$ cat src/pkg/light_level_pkg.sv
// Purpose: Shared constants and types of the ambient level backlight selector.
// Assumes: APB register file with one aligned word per register.
// Notes: Register indices are word indices; byte address is four times the index.
package light_level_pkg;

	// Widths
	localparam int unsigned CODE_W = 7;
	localparam int unsigned BYTE_W = 8;
	localparam int unsigned IRQ_W = 3;

	// Register word indices
	localparam logic [5:0] IDX_DAY_PEAK = 6'h05;
	localparam logic [5:0] IDX_DAY_DIM = 6'h06;
	localparam logic [5:0] IDX_OFFICE_PEAK = 6'h07;
	localparam logic [5:0] IDX_OFFICE_DIM = 6'h08;
	localparam logic [5:0] IDX_NIGHT_PEAK = 6'h09;
	localparam logic [5:0] IDX_NIGHT_DIM = 6'h0A;
	localparam logic [5:0] IDX_PRESENT = 6'h0B;
	localparam logic [5:0] IDX_CFG = 6'h0C;
	localparam logic [5:0] IDX_OFFICE_TRIP = 6'h0D;
	localparam logic [5:0] IDX_OFFICE_HYS = 6'h0E;
	localparam logic [5:0] IDX_NIGHT_TRIP = 6'h0F;
	localparam logic [5:0] IDX_NIGHT_HYS = 6'h10;
	localparam logic [5:0] IDX_CTRL = 6'h20;
	localparam logic [5:0] IDX_IRQ_STAT = 6'h21;
	localparam logic [5:0] IDX_IRQ_MASK = 6'h22;

	// Comparator configuration fields
	localparam int unsigned CFG_SETTLE_LSB = 5;
	localparam int unsigned CFG_FORCE_BIT = 4;
	localparam int unsigned CFG_NIGHT_FLAG_BIT = 3;
	localparam int unsigned CFG_OFFICE_FLAG_BIT = 2;
	localparam int unsigned CFG_NIGHT_ON_BIT = 1;
	localparam int unsigned CFG_OFFICE_ON_BIT = 0;

	// Control and interrupt fields
	localparam int unsigned CTRL_AUTO_BIT = 0;
	localparam int unsigned IRQ_NIGHT_BIT = 0;
	localparam int unsigned IRQ_OFFICE_BIT = 1;
	localparam int unsigned IRQ_FORCE_BIT = 2;

	// Values after reset
	localparam logic [6:0] RST_CODE = 7'h00;
	localparam logic [7:0] RST_BYTE = 8'h00;
	localparam logic [2:0] RST_SETTLE = 3'h0;
	localparam logic [2:0] RST_IRQ = 3'h0;

	// Filter base period and its cycle count
	localparam int unsigned CLK_MHZ = 200;
	localparam int unsigned FILTER_BASE_US = 80000;
	localparam int unsigned FILTER_BASE_CYC = FILTER_BASE_US * CLK_MHZ;

	// Selected ambient level
	typedef enum logic [1:0] {
		LVL_DAY,
		LVL_OFFICE,
		LVL_NIGHT
	} level_t;

endpackage

$ cat src/rtl/level_comparator.sv
// Purpose: One light level comparator with hysteresis and settle filter.
// Assumes: Light code arrives on pclk from the converter.
// Notes: Flag clears while disabled; forced conversion bypasses the filter.
`timescale 1ns/1ps
module level_comparator
	import light_level_pkg::*;
#(
	parameter int unsigned CW = 32
) (
	input wire logic pclk,
	input wire logic presetn,
	input wire logic ce,
	input wire logic enable,
	input wire logic force_conv,
	input wire logic [7:0] light,
	input wire logic [7:0] trip,
	input wire logic [7:0] hys,
	input wire logic [CW-1:0] period,
	output logic flag,
	output logic rise
);

	logic flag_r;
	logic rise_r;
	logic [CW-1:0] cnt_r;
	logic flag_nxt;
	logic [CW-1:0] cnt_nxt;

	// Trip decision with hysteresis band
	wire [8:0] clear_level = {1'b0, trip} + {1'b0, hys};
	wire want = flag_r ? !({1'b0, light} > clear_level) : (light < trip);
	wire differs = (want != flag_r);
	wire cnt_done = differs && (cnt_r >= period - CW'(1));

	assign flag_nxt = !enable ? 1'b0 : (force_conv || cnt_done) ? want : flag_r;
	assign cnt_nxt = (!enable || force_conv || !differs || cnt_done) ? '0 : cnt_r + CW'(1);

	// Flag, counter and rise event
	always_ff @(posedge pclk or negedge presetn) begin
		if (!presetn) begin
			flag_r <= 1'b0;
			cnt_r <= '0;
			rise_r <= 1'b0;
		end else if (ce) begin
			flag_r <= flag_nxt;
			cnt_r <= cnt_nxt;
			rise_r <= flag_nxt & ~flag_r;
		end
	end

	assign flag = flag_r;
	assign rise = rise_r;
endmodule // level_comparator

$ cat src/rtl/ambient_level_backlight_select.sv
// Purpose: Ambient level comparators and backlight current code selection.
// Assumes: APB slave on pclk; light codes come from a converter on pclk.
// Notes: Zero wait states while ce is high; read data loads on the first ce-high edge.
// Functional notes
// - Office level uses peak and dim codes.
// - Night level uses peak and dim codes.
// - Present backlight code readable, writes ignored.
// - Filter period doubles per code step.
// - Forced read runs once, then clears.
// - Night flag set on drop to night.
// - Office flag set on drop to office.
// - Config bit one enables night comparator.
// - Config bit zero enables office comparator.
// - Office flag sets below office threshold.
// - Office flag clears above threshold plus hysteresis.
// - Night flag sets below night threshold.
// - Night flag clears above threshold plus hysteresis.
// - Daylight level uses its own codes.
`timescale 1ns/1ps
module ambient_level_backlight_select
	import light_level_pkg::*;
#(
	parameter int unsigned FILTER_BASE_CYCLES = FILTER_BASE_CYC
) (
	input wire logic pclk,
	input wire logic presetn,
	input wire logic ce,
	input wire logic psel,
	input wire logic penable,
	input wire logic pwrite,
	input wire logic [7:0] paddr,
	input wire logic [31:0] pwdata,
	input wire logic [3:0] pstrb,
	output logic [31:0] prdata,
	output logic pready,
	output logic pslverr,
	input wire logic [7:0] office_light_code,
	input wire logic [7:0] night_light_code,
	input wire logic dim_active,
	output logic [6:0] backlight_code,
	output level_t selected_light_level,
	output logic irq
);

	// Current code registers
	logic [CODE_W-1:0] day_peak_r;
	logic [CODE_W-1:0] day_dim_r;
	logic [CODE_W-1:0] office_peak_r;
	logic [CODE_W-1:0] office_dim_r;
	logic [CODE_W-1:0] night_peak_r;
	logic [CODE_W-1:0] night_dim_r;

	// Comparator configuration
	logic [2:0] settle_sel_r;
	logic force_r;
	logic night_on_r;
	logic office_on_r;
	logic [7:0] office_trip_r;
	logic [7:0] office_hys_r;
	logic [7:0] night_trip_r;
	logic [7:0] night_hys_r;

	// Control, interrupts and outputs
	logic auto_r, rd_loaded_r;
	logic [IRQ_W-1:0] irq_stat_r;
	logic [IRQ_W-1:0] irq_mask_r;
	logic [IRQ_W-1:0] irq_stat_nxt;
	logic [CODE_W-1:0] backlight_code_r;
	logic [CODE_W-1:0] code_nxt;
	level_t level_r;
	level_t level_nxt;
	logic [31:0] prdata_r;
	logic [7:0] rdata;

	// Comparator results
	logic office_flag;
	logic night_flag;
	logic office_rise;
	logic night_rise;

	// Address decode
	wire [5:0] reg_idx = paddr[7:2];
	wire hit_day_peak = (reg_idx == IDX_DAY_PEAK);
	wire hit_day_dim = (reg_idx == IDX_DAY_DIM);
	wire hit_office_peak = (reg_idx == IDX_OFFICE_PEAK);
	wire hit_office_dim = (reg_idx == IDX_OFFICE_DIM);
	wire hit_night_peak = (reg_idx == IDX_NIGHT_PEAK);
	wire hit_night_dim = (reg_idx == IDX_NIGHT_DIM);
	wire hit_present = (reg_idx == IDX_PRESENT);
	wire hit_cfg = (reg_idx == IDX_CFG);
	wire hit_office_trip = (reg_idx == IDX_OFFICE_TRIP);
	wire hit_office_hys = (reg_idx == IDX_OFFICE_HYS);
	wire hit_night_trip = (reg_idx == IDX_NIGHT_TRIP);
	wire hit_night_hys = (reg_idx == IDX_NIGHT_HYS);
	wire hit_ctrl = (reg_idx == IDX_CTRL);
	wire hit_irq_stat = (reg_idx == IDX_IRQ_STAT);
	wire hit_irq_mask = (reg_idx == IDX_IRQ_MASK);
	wire addr_hit = hit_day_peak | hit_day_dim | hit_office_peak | hit_office_dim
		| hit_night_peak | hit_night_dim | hit_present | hit_cfg
		| hit_office_trip | hit_office_hys | hit_night_trip | hit_night_hys
		| hit_ctrl | hit_irq_stat | hit_irq_mask;

	// Bus phases; an access completes only once read data is loaded
	wire setup_phase = ce && psel && !penable;
	wire access_phase = ce && psel && penable && rd_loaded_r;
	wire load_rd = ce && psel && (!penable || !rd_loaded_r);
	wire wr_fire = access_phase && pwrite && pstrb[0] && addr_hit;
	wire [7:0] wbyte = pwdata[7:0];

	// Per register write strobes
	wire wr_day_peak = wr_fire && hit_day_peak;
	wire wr_day_dim = wr_fire && hit_day_dim;
	wire wr_office_peak = wr_fire && hit_office_peak;
	wire wr_office_dim = wr_fire && hit_office_dim;
	wire wr_night_peak = wr_fire && hit_night_peak;
	wire wr_night_dim = wr_fire && hit_night_dim;
	wire wr_cfg = wr_fire && hit_cfg;
	wire wr_office_trip = wr_fire && hit_office_trip;
	wire wr_office_hys = wr_fire && hit_office_hys;
	wire wr_night_trip = wr_fire && hit_night_trip;
	wire wr_night_hys = wr_fire && hit_night_hys;
	wire wr_ctrl = wr_fire && hit_ctrl;
	wire wr_irq_stat = wr_fire && hit_irq_stat;
	wire wr_irq_mask = wr_fire && hit_irq_mask;

	// Daylight codes
	// daylight code storage
	always_ff @(posedge pclk or negedge presetn) begin
		if (!presetn) begin
			day_peak_r <= RST_CODE;
			day_dim_r <= RST_CODE;
		end else begin
			if (wr_day_peak) day_peak_r <= wbyte[CODE_W-1:0];
			if (wr_day_dim) day_dim_r <= wbyte[CODE_W-1:0];
		end
	end

	// Office codes
	// office code storage
	always_ff @(posedge pclk or negedge presetn) begin
		if (!presetn) begin
			office_peak_r <= RST_CODE;
			office_dim_r <= RST_CODE;
		end else begin
			if (wr_office_peak) office_peak_r <= wbyte[CODE_W-1:0];
			if (wr_office_dim) office_dim_r <= wbyte[CODE_W-1:0];
		end
	end

	// Night codes
	// night code storage
	always_ff @(posedge pclk or negedge presetn) begin
		if (!presetn) begin
			night_peak_r <= RST_CODE;
			night_dim_r <= RST_CODE;
		end else begin
			if (wr_night_peak) night_peak_r <= wbyte[CODE_W-1:0];
			if (wr_night_dim) night_dim_r <= wbyte[CODE_W-1:0];
		end
	end

	// Comparator configuration; flag bits are not writable
	always_ff @(posedge pclk or negedge presetn) begin
		if (!presetn) begin
			settle_sel_r <= RST_SETTLE;
			night_on_r <= 1'b0;
			office_on_r <= 1'b0;
		end else if (wr_cfg) begin
			settle_sel_r <= wbyte[CFG_SETTLE_LSB+2:CFG_SETTLE_LSB];
			night_on_r <= wbyte[CFG_NIGHT_ON_BIT];
			office_on_r <= wbyte[CFG_OFFICE_ON_BIT];
		end
	end

	// forced read lasts one conversion cycle
	always_ff @(posedge pclk or negedge presetn) begin
		if (!presetn) begin
			force_r <= 1'b0;
		end else if (ce) begin
			force_r <= wr_cfg && wbyte[CFG_FORCE_BIT];
		end
	end

	// Thresholds and hysteresis
	always_ff @(posedge pclk or negedge presetn) begin
		if (!presetn) begin
			office_trip_r <= RST_BYTE;
			office_hys_r <= RST_BYTE;
			night_trip_r <= RST_BYTE;
			night_hys_r <= RST_BYTE;
		end else begin
			if (wr_office_trip) office_trip_r <= wbyte;
			if (wr_office_hys) office_hys_r <= wbyte;
			if (wr_night_trip) night_trip_r <= wbyte;
			if (wr_night_hys) night_hys_r <= wbyte;
		end
	end

	// Automatic adjust enable
	always_ff @(posedge pclk or negedge presetn) begin
		if (!presetn) begin
			auto_r <= 1'b0;
		end else if (wr_ctrl) begin
			auto_r <= wbyte[CTRL_AUTO_BIT];
		end
	end

	wire [31:0] filter_period = 32'(FILTER_BASE_CYCLES) << settle_sel_r;

	// Office comparator
	// office enable, thresholds
	level_comparator #(
		.CW(32)
	) u_office_comparator (
		.pclk(pclk),
		.presetn(presetn),
		.ce(ce),
		.enable(office_on_r),
		.force_conv(force_r),
		.light(office_light_code),
		.trip(office_trip_r),
		.hys(office_hys_r),
		.period(filter_period),
		.flag(office_flag),
		.rise(office_rise)
	);

	// Night comparator
	// night enable, thresholds
	level_comparator #(
		.CW(32)
	) u_night_comparator (
		.pclk(pclk),
		.presetn(presetn),
		.ce(ce),
		.enable(night_on_r),
		.force_conv(force_r),
		.light(night_light_code),
		.trip(night_trip_r),
		.hys(night_hys_r),
		.period(filter_period),
		.flag(night_flag),
		.rise(night_rise)
	);

	// night priority, only with auto adjust
	assign level_nxt = !auto_r ? LVL_DAY
		: night_flag ? LVL_NIGHT
		: office_flag ? LVL_OFFICE
		: LVL_DAY;

	// Code of the chosen level, dim or peak
	always_comb begin
		case (level_nxt)
			LVL_NIGHT: code_nxt = dim_active ? night_dim_r : night_peak_r;
			LVL_OFFICE: code_nxt = dim_active ? office_dim_r : office_peak_r;
			LVL_DAY: code_nxt = dim_active ? day_dim_r : day_peak_r;
			default: code_nxt = day_peak_r;
		endcase
	end

	// Present code and level registers
	always_ff @(posedge pclk or negedge presetn) begin
		if (!presetn) begin
			backlight_code_r <= RST_CODE;
			level_r <= LVL_DAY;
		end else if (ce) begin
			backlight_code_r <= code_nxt;
			level_r <= level_nxt;
		end
	end

	// Sticky events; a new event beats a clear
	wire [IRQ_W-1:0] irq_event = {force_r, office_rise, night_rise};
	wire [IRQ_W-1:0] irq_clear = wr_irq_stat ? wbyte[IRQ_W-1:0] : RST_IRQ;
	assign irq_stat_nxt = (irq_stat_r & ~irq_clear) | irq_event;

	// Interrupt status and mask
	always_ff @(posedge pclk or negedge presetn) begin
		if (!presetn) begin
			irq_stat_r <= RST_IRQ;
			irq_mask_r <= RST_IRQ;
		end else if (ce) begin
			irq_stat_r <= irq_stat_nxt;
			if (wr_irq_mask) irq_mask_r <= wbyte[IRQ_W-1:0];
		end
	end

	// Read selection; unused bit 7 of code registers reads zero
	// present code readback, flags
	wire [7:0] cfg_rd = {settle_sel_r, force_r, night_flag, office_flag, night_on_r, office_on_r};
	assign rdata = hit_day_peak ? {1'b0, day_peak_r}
		: hit_day_dim ? {1'b0, day_dim_r}
		: hit_office_peak ? {1'b0, office_peak_r}
		: hit_office_dim ? {1'b0, office_dim_r}
		: hit_night_peak ? {1'b0, night_peak_r}
		: hit_night_dim ? {1'b0, night_dim_r}
		: hit_present ? {1'b0, backlight_code_r}
		: hit_cfg ? cfg_rd
		: hit_office_trip ? office_trip_r
		: hit_office_hys ? office_hys_r
		: hit_night_trip ? night_trip_r
		: hit_night_hys ? night_hys_r
		: hit_ctrl ? {7'h00, auto_r}
		: hit_irq_stat ? {5'h00, irq_stat_r}
		: hit_irq_mask ? {5'h00, irq_mask_r}
		: 8'h00;

	// Read data loaded at setup, or late when setup saw ce low
	always_ff @(posedge pclk or negedge presetn) begin
		if (!presetn) begin
			prdata_r <= 32'h0000_0000;
			rd_loaded_r <= 1'b0;
		end else if (ce) begin
			rd_loaded_r <= load_rd;
			if (load_rd) prdata_r <= {24'h00_0000, rdata};
		end
	end

	// Bus answer and block outputs
	assign prdata = prdata_r;
	assign pready = ce && (!penable || rd_loaded_r);
	assign pslverr = access_phase && !addr_hit;
	assign backlight_code = backlight_code_r;
	assign selected_light_level = level_r;
	assign irq = |(irq_stat_r & irq_mask_r);
endmodule // ambient_level_backlight_select

$ cat config.mk
export PLATFORM = sky130hd
export DESIGN_NAME = ambient_level_backlight_select
export DESIGN_NICKNAME = d
export VERILOG_FILES = /design/src/pkg/light_level_pkg.sv /design/src/rtl/level_comparator.sv /design/src/rtl/ambient_level_backlight_select.sv
export SDC_FILE = /design/constraint.sdc
export NUM_CORES = 1
export LEC_CHECK = 0
export BUFFER_PORTS_ARGS = -buffer_cell sky130_fd_sc_hd__buf_2
export CAP_MARGIN = 20
export CORE_AREA = 2 2 142 178
export DETAILED_ROUTE_END_ITERATION = 16
export DIE_AREA = 0 0 144 180
export MAX_ROUTING_LAYER = met4
export PLACE_DENSITY = 0.78
export SKIP_CTS_REPAIR_TIMING = 1
export SYNTH_ARGS = -nofsm -noshare
export SYNTH_HDL_FRONTEND = slang
export SYNTH_HIERARCHICAL = 1
export SYNTH_SLANG_ARGS = --single-unit
$ cat constraint.sdc
create_clock -name pclk -period 11.4 [get_ports pclk]
set_clock_uncertainty 0.05 [all_clocks]
set_input_delay 2.28 -clock pclk [delete_from_list [all_inputs] [get_ports pclk]]
set_output_delay 2.28 -clock pclk [all_outputs]
set_load 0.05 [all_outputs]
## Word-level counts from Yosys, hierarchy flattened

Index checks and enable logic that the tools add are counted.

| cells by class | value |
|---|---|
| $add $sub $neg | 5 |
| shift-type cells | 1 |
| $lt $le $gt $ge | 6 |
| reduce and logical (&&, ||, !) cells | 49 |
| div/mod/pow operators | 0 |
| bitwise logic cells | 22 |
| multiply operators | 0 |
| equality and inequality tests | 19 |
| muxes and demuxes | 31 |

Operator list:

| cell | count |
|---|---|
| $mux W8 | 12 |
| $add A32 B1 Y32 const B | 2 |
| $ge A32 B32 Y1 | 2 |
| $mux W32 | 2 |
| $eq A6 B4 Y1 const B | 8 |
| $shl A24 B3 Y32 const A | 1 |
| $sub A32 B1 Y32 const B | 1 |
| $logic_and A1 B1 Y1 | 26 |
| $mux W7 | 3 |
| $pmux W7 S3 | 1 |
| $add A8 B8 Y9 | 2 |
| $eq A6 B3 Y1 const B | 3 |
| $eq A6 B6 Y1 const B | 3 |
| $gt A8 B9 Y1 | 2 |
| $lt A8 B8 Y1 | 2 |
| $or A1 B1 Y1 | 14 |
| $mux W3 | 4 |
| $logic_or A1 B1 Y1 | 10 |
| $logic_not A1 Y1 | 9 |
| $mux W1 | 7 |
| $and A3 B3 Y3 | 2 |
| $eq A6 B5 Y1 const B | 1 |
| $mux W2 | 2 |
| $reduce_and A2 Y1 | 2 |
| 9 further kinds | 12 |

| storage, ports and cells | value |
|---|---|
| bits in writable memories | 0 |
| flip-flop bits (word level) | 173 |
| word-level logic and storage cells | 160 |
| bits of input ports | 67 |
| bits in latches | 0 |
| output and inout bits | 44 |
| memory bits (read-only) | 0 |
| memories kept | 0 |

## Logic depth before layout (Yosys ltp)

| logic depth | value |
|---|---|
| word-level depth | 21 |
| mapped depth | 22 |
| gate-level depth less buffers | 18 |

## Cells and area by module

Netlist, hierarchy kept.

By module, submodules not included:

| module | area an instance (um^2) | cells an instance | instances | sequential area each (um^2) |
|---|---|---|---|---|
| ambient_level_backlight_select | 5895.7 | 574 | 1 | 2627.5 |
| level_comparator (u_office_comparator) | 3629.7 | 419 | 1 | 850.8 |
| level_comparator (u_night_comparator) | 3590.9 | 421 | 1 | 850.8 |

## Worst setup path after synthesis

Ideal clock, no wire load.

| path | value |
|---|---|
| path type | input to output |
| start | input port paddr[2] |
| end | output port pslverr |
| stages on the path | 6 |
| arrival | 5.469 ns |
| slack | 3.601 ns |
| path buffers | 2 |
| data required time | 9.070 ns |
| cells stage by stage | buf_2 -> buf_2 -> nand2_1 -> nand3_1 -> o21ai_0 -> a2111oi_0 |

| on the way | value |
|---|---|
| word-level cells in the longest chain between the ends | 17 |
| elaborated cells between the ends (all ways) | 31 |
| classes of those cells | eq/ne (15); bitwise (14); reduce/logical (2) |

Ends and longest elaborated chain:

| what | RTL line | RTL |
|---|---|---|
| start: declaration | ambient_level_backlight_select.sv:31 | `input wire logic [7:0] paddr,` |
| $eq A6 B3 Y1 (on tied branches) | ambient_level_backlight_select.sv:83, ambient_level_backlight_select.sv:84 |  |
| $or A1 B1 Y1 (3 in series) | ambient_level_backlight_select.sv:98 | `wire addr_hit = hit_day_peak \| hit_day_dim \| hit_office_peak \| hit_office_dim` |
| $or A1 B1 Y1 (4 in series) | ambient_level_backlight_select.sv:99 | `\| hit_night_peak \| hit_night_dim \| hit_present \| hit_cfg` |
| $or A1 B1 Y1 (4 in series) | ambient_level_backlight_select.sv:100 | `\| hit_office_trip \| hit_office_hys \| hit_night_trip \| hit_night_hys` |
| $or A1 B1 Y1 (2 in series) | ambient_level_backlight_select.sv:101 | `\| hit_ctrl \| hit_irq_stat \| hit_irq_mask;` |
| $or A1 B1 Y1 (*) | ambient_level_backlight_select.sv:101 |  |
| $logic_not A1 Y1 (*) | ambient_level_backlight_select.sv:323 | `assign pslverr = access_phase && !addr_hit;` |
| $logic_and A1 B1 Y1 (*) | ambient_level_backlight_select.sv:323 |  |
| end: declaration | ambient_level_backlight_select.sv:36 | `output logic pslverr,` |

Mark *: on every way between the ends. The rest lies on a longest branch, timed or not.

## Worst setup path after layout

Same ends and word-level chain as after synthesis.

==> flow_summary_export.csv <==
group,metric,value,unit
outcome,status,"finished, final reports clean",
die,rows,64,
detailed_routing,met3WireLength,1770,um
detailed_routing,vias_per_cell,6.010,
layout,mostFrequentLayoutCell,"dfrtp_1",
global_routing,grt_max_degree,91,
worst_hold_path,worstHoldPathType,"reg2reg",
yosys,synth.avg_cell_area,9.276,um2
detailed_routing,remaining_drc_errors,0,
clock_network,clk_latency,0.44,ns
layout,fillers,2072,
yosys,synth_top_family_by_area,"simple AND/OR/NAND/NOR gates",
worst_setup_path,cpPeakStageDelay,0.46,ns
yosys,async_flop_share,1.000,
layout,final_cell_mix,"dfrtp_1, nor2_1, ha_1",
global_routing,overflow,0,
worst_setup_path,cp.arrival,4.36,ns
detailed_routing,wl_met2,17390,um
yosys,synth.distinct_cells,92,
global_routing,grt_pass1_vias,11010,
worst_setup_path,crit_required,9.07,ns
detailed_routing,wl_per_cell,18.48,um
sta,setup_viol,0,
yosys,synth-main-ff-cell,"dfrtp_1",
die,coreArea,24260,um2
yosys,yosys_warnings,6,
clock_network,cts_tree,"yes",
layout,num_antenna_cells,0,
detailed_routing,wirelength,34380,um
job,maxCapViolations,0,
worst_setup_path,crit_path_start_kind,"primary input",
sta,slew_headroom,0.2292,
worst_setup_path,cp_common_cell,"buf_2",
clock_network,htree_levels,4,
power_and_ir_drop,power.density,97.61,nW/um2
detailed_routing,top_layer,"met4",
placed_design,dp_hpwl,25530,um
sta,max_clock_freq,149.5,MHz
clock_network,cts_sinks,173,
power_and_ir_drop,p_leak,6.610,nW
yosys,syn-instance-count,1414,
yosys,syn_area,13120,um2
placed_design,port_buffers,57,
sta,fin_hold_ws,0.4532,ns
placed_design,finalWeightedCongestion,0.9875,
yosys,synth_edf_count,0,
layout,multi_input_area,8447,um2
die,die_area,25920,um2
global_routing,antenna_found_initial,0,
power_and_ir_drop,ir_drop,111.1,uV
sta,period_share,0.5868,
worst_setup_path,crit_fanout,36,
layout,area_delta_synth_final,10.10,%
yosys,muxShareOfSynthArea,0.07975,
detailed_routing,ant_nets,0,
yosys,ys_seq_area_frac,0.3301,
die,die_y,180,um
power_and_ir_drop,total_power,0.001410,W
detailed_routing,vias,11180,
layout,final_layout_size_suffix_gt1_frac,0.1490,
die,start_util,0.5406,
layout,ff_latch_area,4329,um2
placed_design,dp_slack,4.773,ns
clock_network,clkTransAtPathRegs,0.08,ns
detailed_routing,wl_met1,13630,um
worst_setup_path,path_class,"in2out",
sta,fin_ws,4.711,ns
detailed_routing,drt_iter0_markers,818,
yosys,synth_seq_cells,173,
yosys,synth_xor_xnor_area_share,0.08280,
sta,max_slew.worst_pin.slew,1.152,ns
worst_setup_path,crit_path_end_kind,"output pin",
die,ios,111,
clock_network,cts_buffer_depth,2,
clock_network,cts_buffers,17,
sta,fin_crit,6.689,ns
sta,tns,0,ns
worst_setup_path,worst_path_max_delay_cell,"buf_4",
sta,slew_violations,0,
detailed_routing,dr.pass1.iters,5,
global_routing,grt.total_usage,0.2775,
worst_setup_path,worstPathCellList,"buf_2 > buf_4 > or2_1 > nor4b_4 > a2111oi_0 > buf_2",
yosys,synth_simple_gate_area_frac,0.1934,
layout,layout.nets,1705,
clock_network,clock-root-buffer,"clkbuf_16",
yosys,synth_compound_area_frac,0.1452,
sta,rsz0062_at_grt,"false",
die,die_w,144,um
global_routing,grt_first_pass_wirelength,55880,um
yosys,synthAdderAreaFrac,0.1166,
sta,finalHoldViolations,0,
==> per-stage QoR <==
stage | area (um2) | utilization | cells
2_1_floorplan | 13460 | - | 1505
3_3_place_gp | 13780 | 0.5681 | 1824
3_5_place_dp | 13800 | 0.5687 | 1825
4_1_cts | 14400 | 0.5935 | 1857
5_1_grt | 14440 | 0.5952 | 1860
6_report | 14440 | 0.5952 | 1860
==> layout make-up <==
class | count | share of cell area
clock inverters | 14 | 0.01196
repair buffers | 67 | 0.02712
clock buffers | 18 | 0.02972
flip-flops and latches | 173 | 0.2998
multi-input cells | 1189 | 0.5849
inverters | 69 | 0.01793
well taps | 330 | 0.02859
==> worst paths after layout <==
| kind | start | cells after the start | to | slack, ns |
|---|---|---|---|---|
| max in group asynchronous | presetn | 3 | day_dim_r[0] | 8.24 |
| setup reg to reg | settle_sel_r[1] | 18 | u_night_comparator/cnt_r[25] | 5.74 |
| min in group asynchronous | presetn | 1 | u_office_comparator/cnt_r[6] | 1.87 |
| hold reg to reg | prdata[7] | 1 | prdata[7] | 0.45 |
| hold / removal | prdata[7] | 1 | prdata[7] | 0.45 |
| setup / recovery | paddr[2] | 6 | pslverr | 4.71 |
==> metal layers <==
| layer | vias to the layer above | global-route usage |
|---|---|---|
| li1 | 5222 | - |
| met1 | 5416 | 0.3294 |
| met3 | 114 | 0.03463 |
| met4 | 0 | 0.1247 |
| met2 | 426 | 0.4680 |
| met5 | - | - |
==> report_power, final <==
group	internal (W)	switching [W]
logic	0.0000515	0.000134
clock network	0.000297	0.000296
registers	0.000623	0.00000930
total	0.000971	0.000439
==> critical path: cells and delay by family <==
family                 cells  cell delay (ns)
AOI/OAI and AO/OA          1             0.43
buffers and inverters      3             1.12
and+or+nand+nor            2             0.51
==> logic make-up after synthesis <==
| group | Yosys count |
|---|---|
| other | 1 |
| and+or+nand+nor | 474 |
| AOI/OAI and AO/OA | 285 |
| buffers and inverters | 143 |
| xor gates and xnor gates | 124 |
| DFF | 173 |
| muxes | 93 |
| adders and majority gates | 121 |
==> synth_stat cells (all sizes together), types with 4 or more instances <==
master | n | area (um2)
a2111oi | 5 | 68.82
a211oi | 10 | 80.07
a21o | 15 | 112.6
a21oi | 79 | 402.9
a221o | 15 | 150.1
a221oi | 5 | 43.79
a22o | 8 | 70.07
a22oi | 4 | 30.03
a31oi | 6 | 37.54
and2 | 6 | 37.54
and3 | 17 | 106.4
and4 | 6 | 52.55
buf | 43 | 306.5
clkbuf | 31 | 116.4
clkinv | 4 | 15.01
dfrtp | 173 | 4329
ha | 119 | 1489
inv | 65 | 244.0
mux2 | 82 | 923.4
mux2i | 10 | 100.1
nand2 | 94 | 355.3
nand2b | 10 | 62.56
nand3 | 40 | 205.2
nand3b | 5 | 50.05
nand4 | 34 | 212.7
nor2 | 148 | 590.6
nor2b | 15 | 93.84
nor3 | 46 | 295.3
nor3b | 5 | 63.82
nor4 | 22 | 177.7
nor4b | 4 | 56.30
o2111ai | 6 | 52.55
o211ai | 7 | 52.55
o21a | 7 | 52.55
o21ai | 61 | 305.3
o221ai | 4 | 35.03
o22ai | 22 | 137.6
o31ai | 5 | 37.54
or2 | 4 | 27.53
or3 | 9 | 66.31
or4 | 7 | 63.81
xnor2 | 66 | 578.1
xor2 | 58 | 508.0
==> registers in the layout (all words and copies together) (netlist names), 8 cells and up <==
| signal | count |
|---|---|
| office_hys_r | 8 |
| u_office_comparator/cnt_r | 32 |
| u_night_comparator/cnt_r | 32 |
| night_trip_r | 8 |
| prdata | 8 |
| night_hys_r | 8 |
| office_trip_r | 8 |
Note: power is estimated with default switching activity, not from simulation.
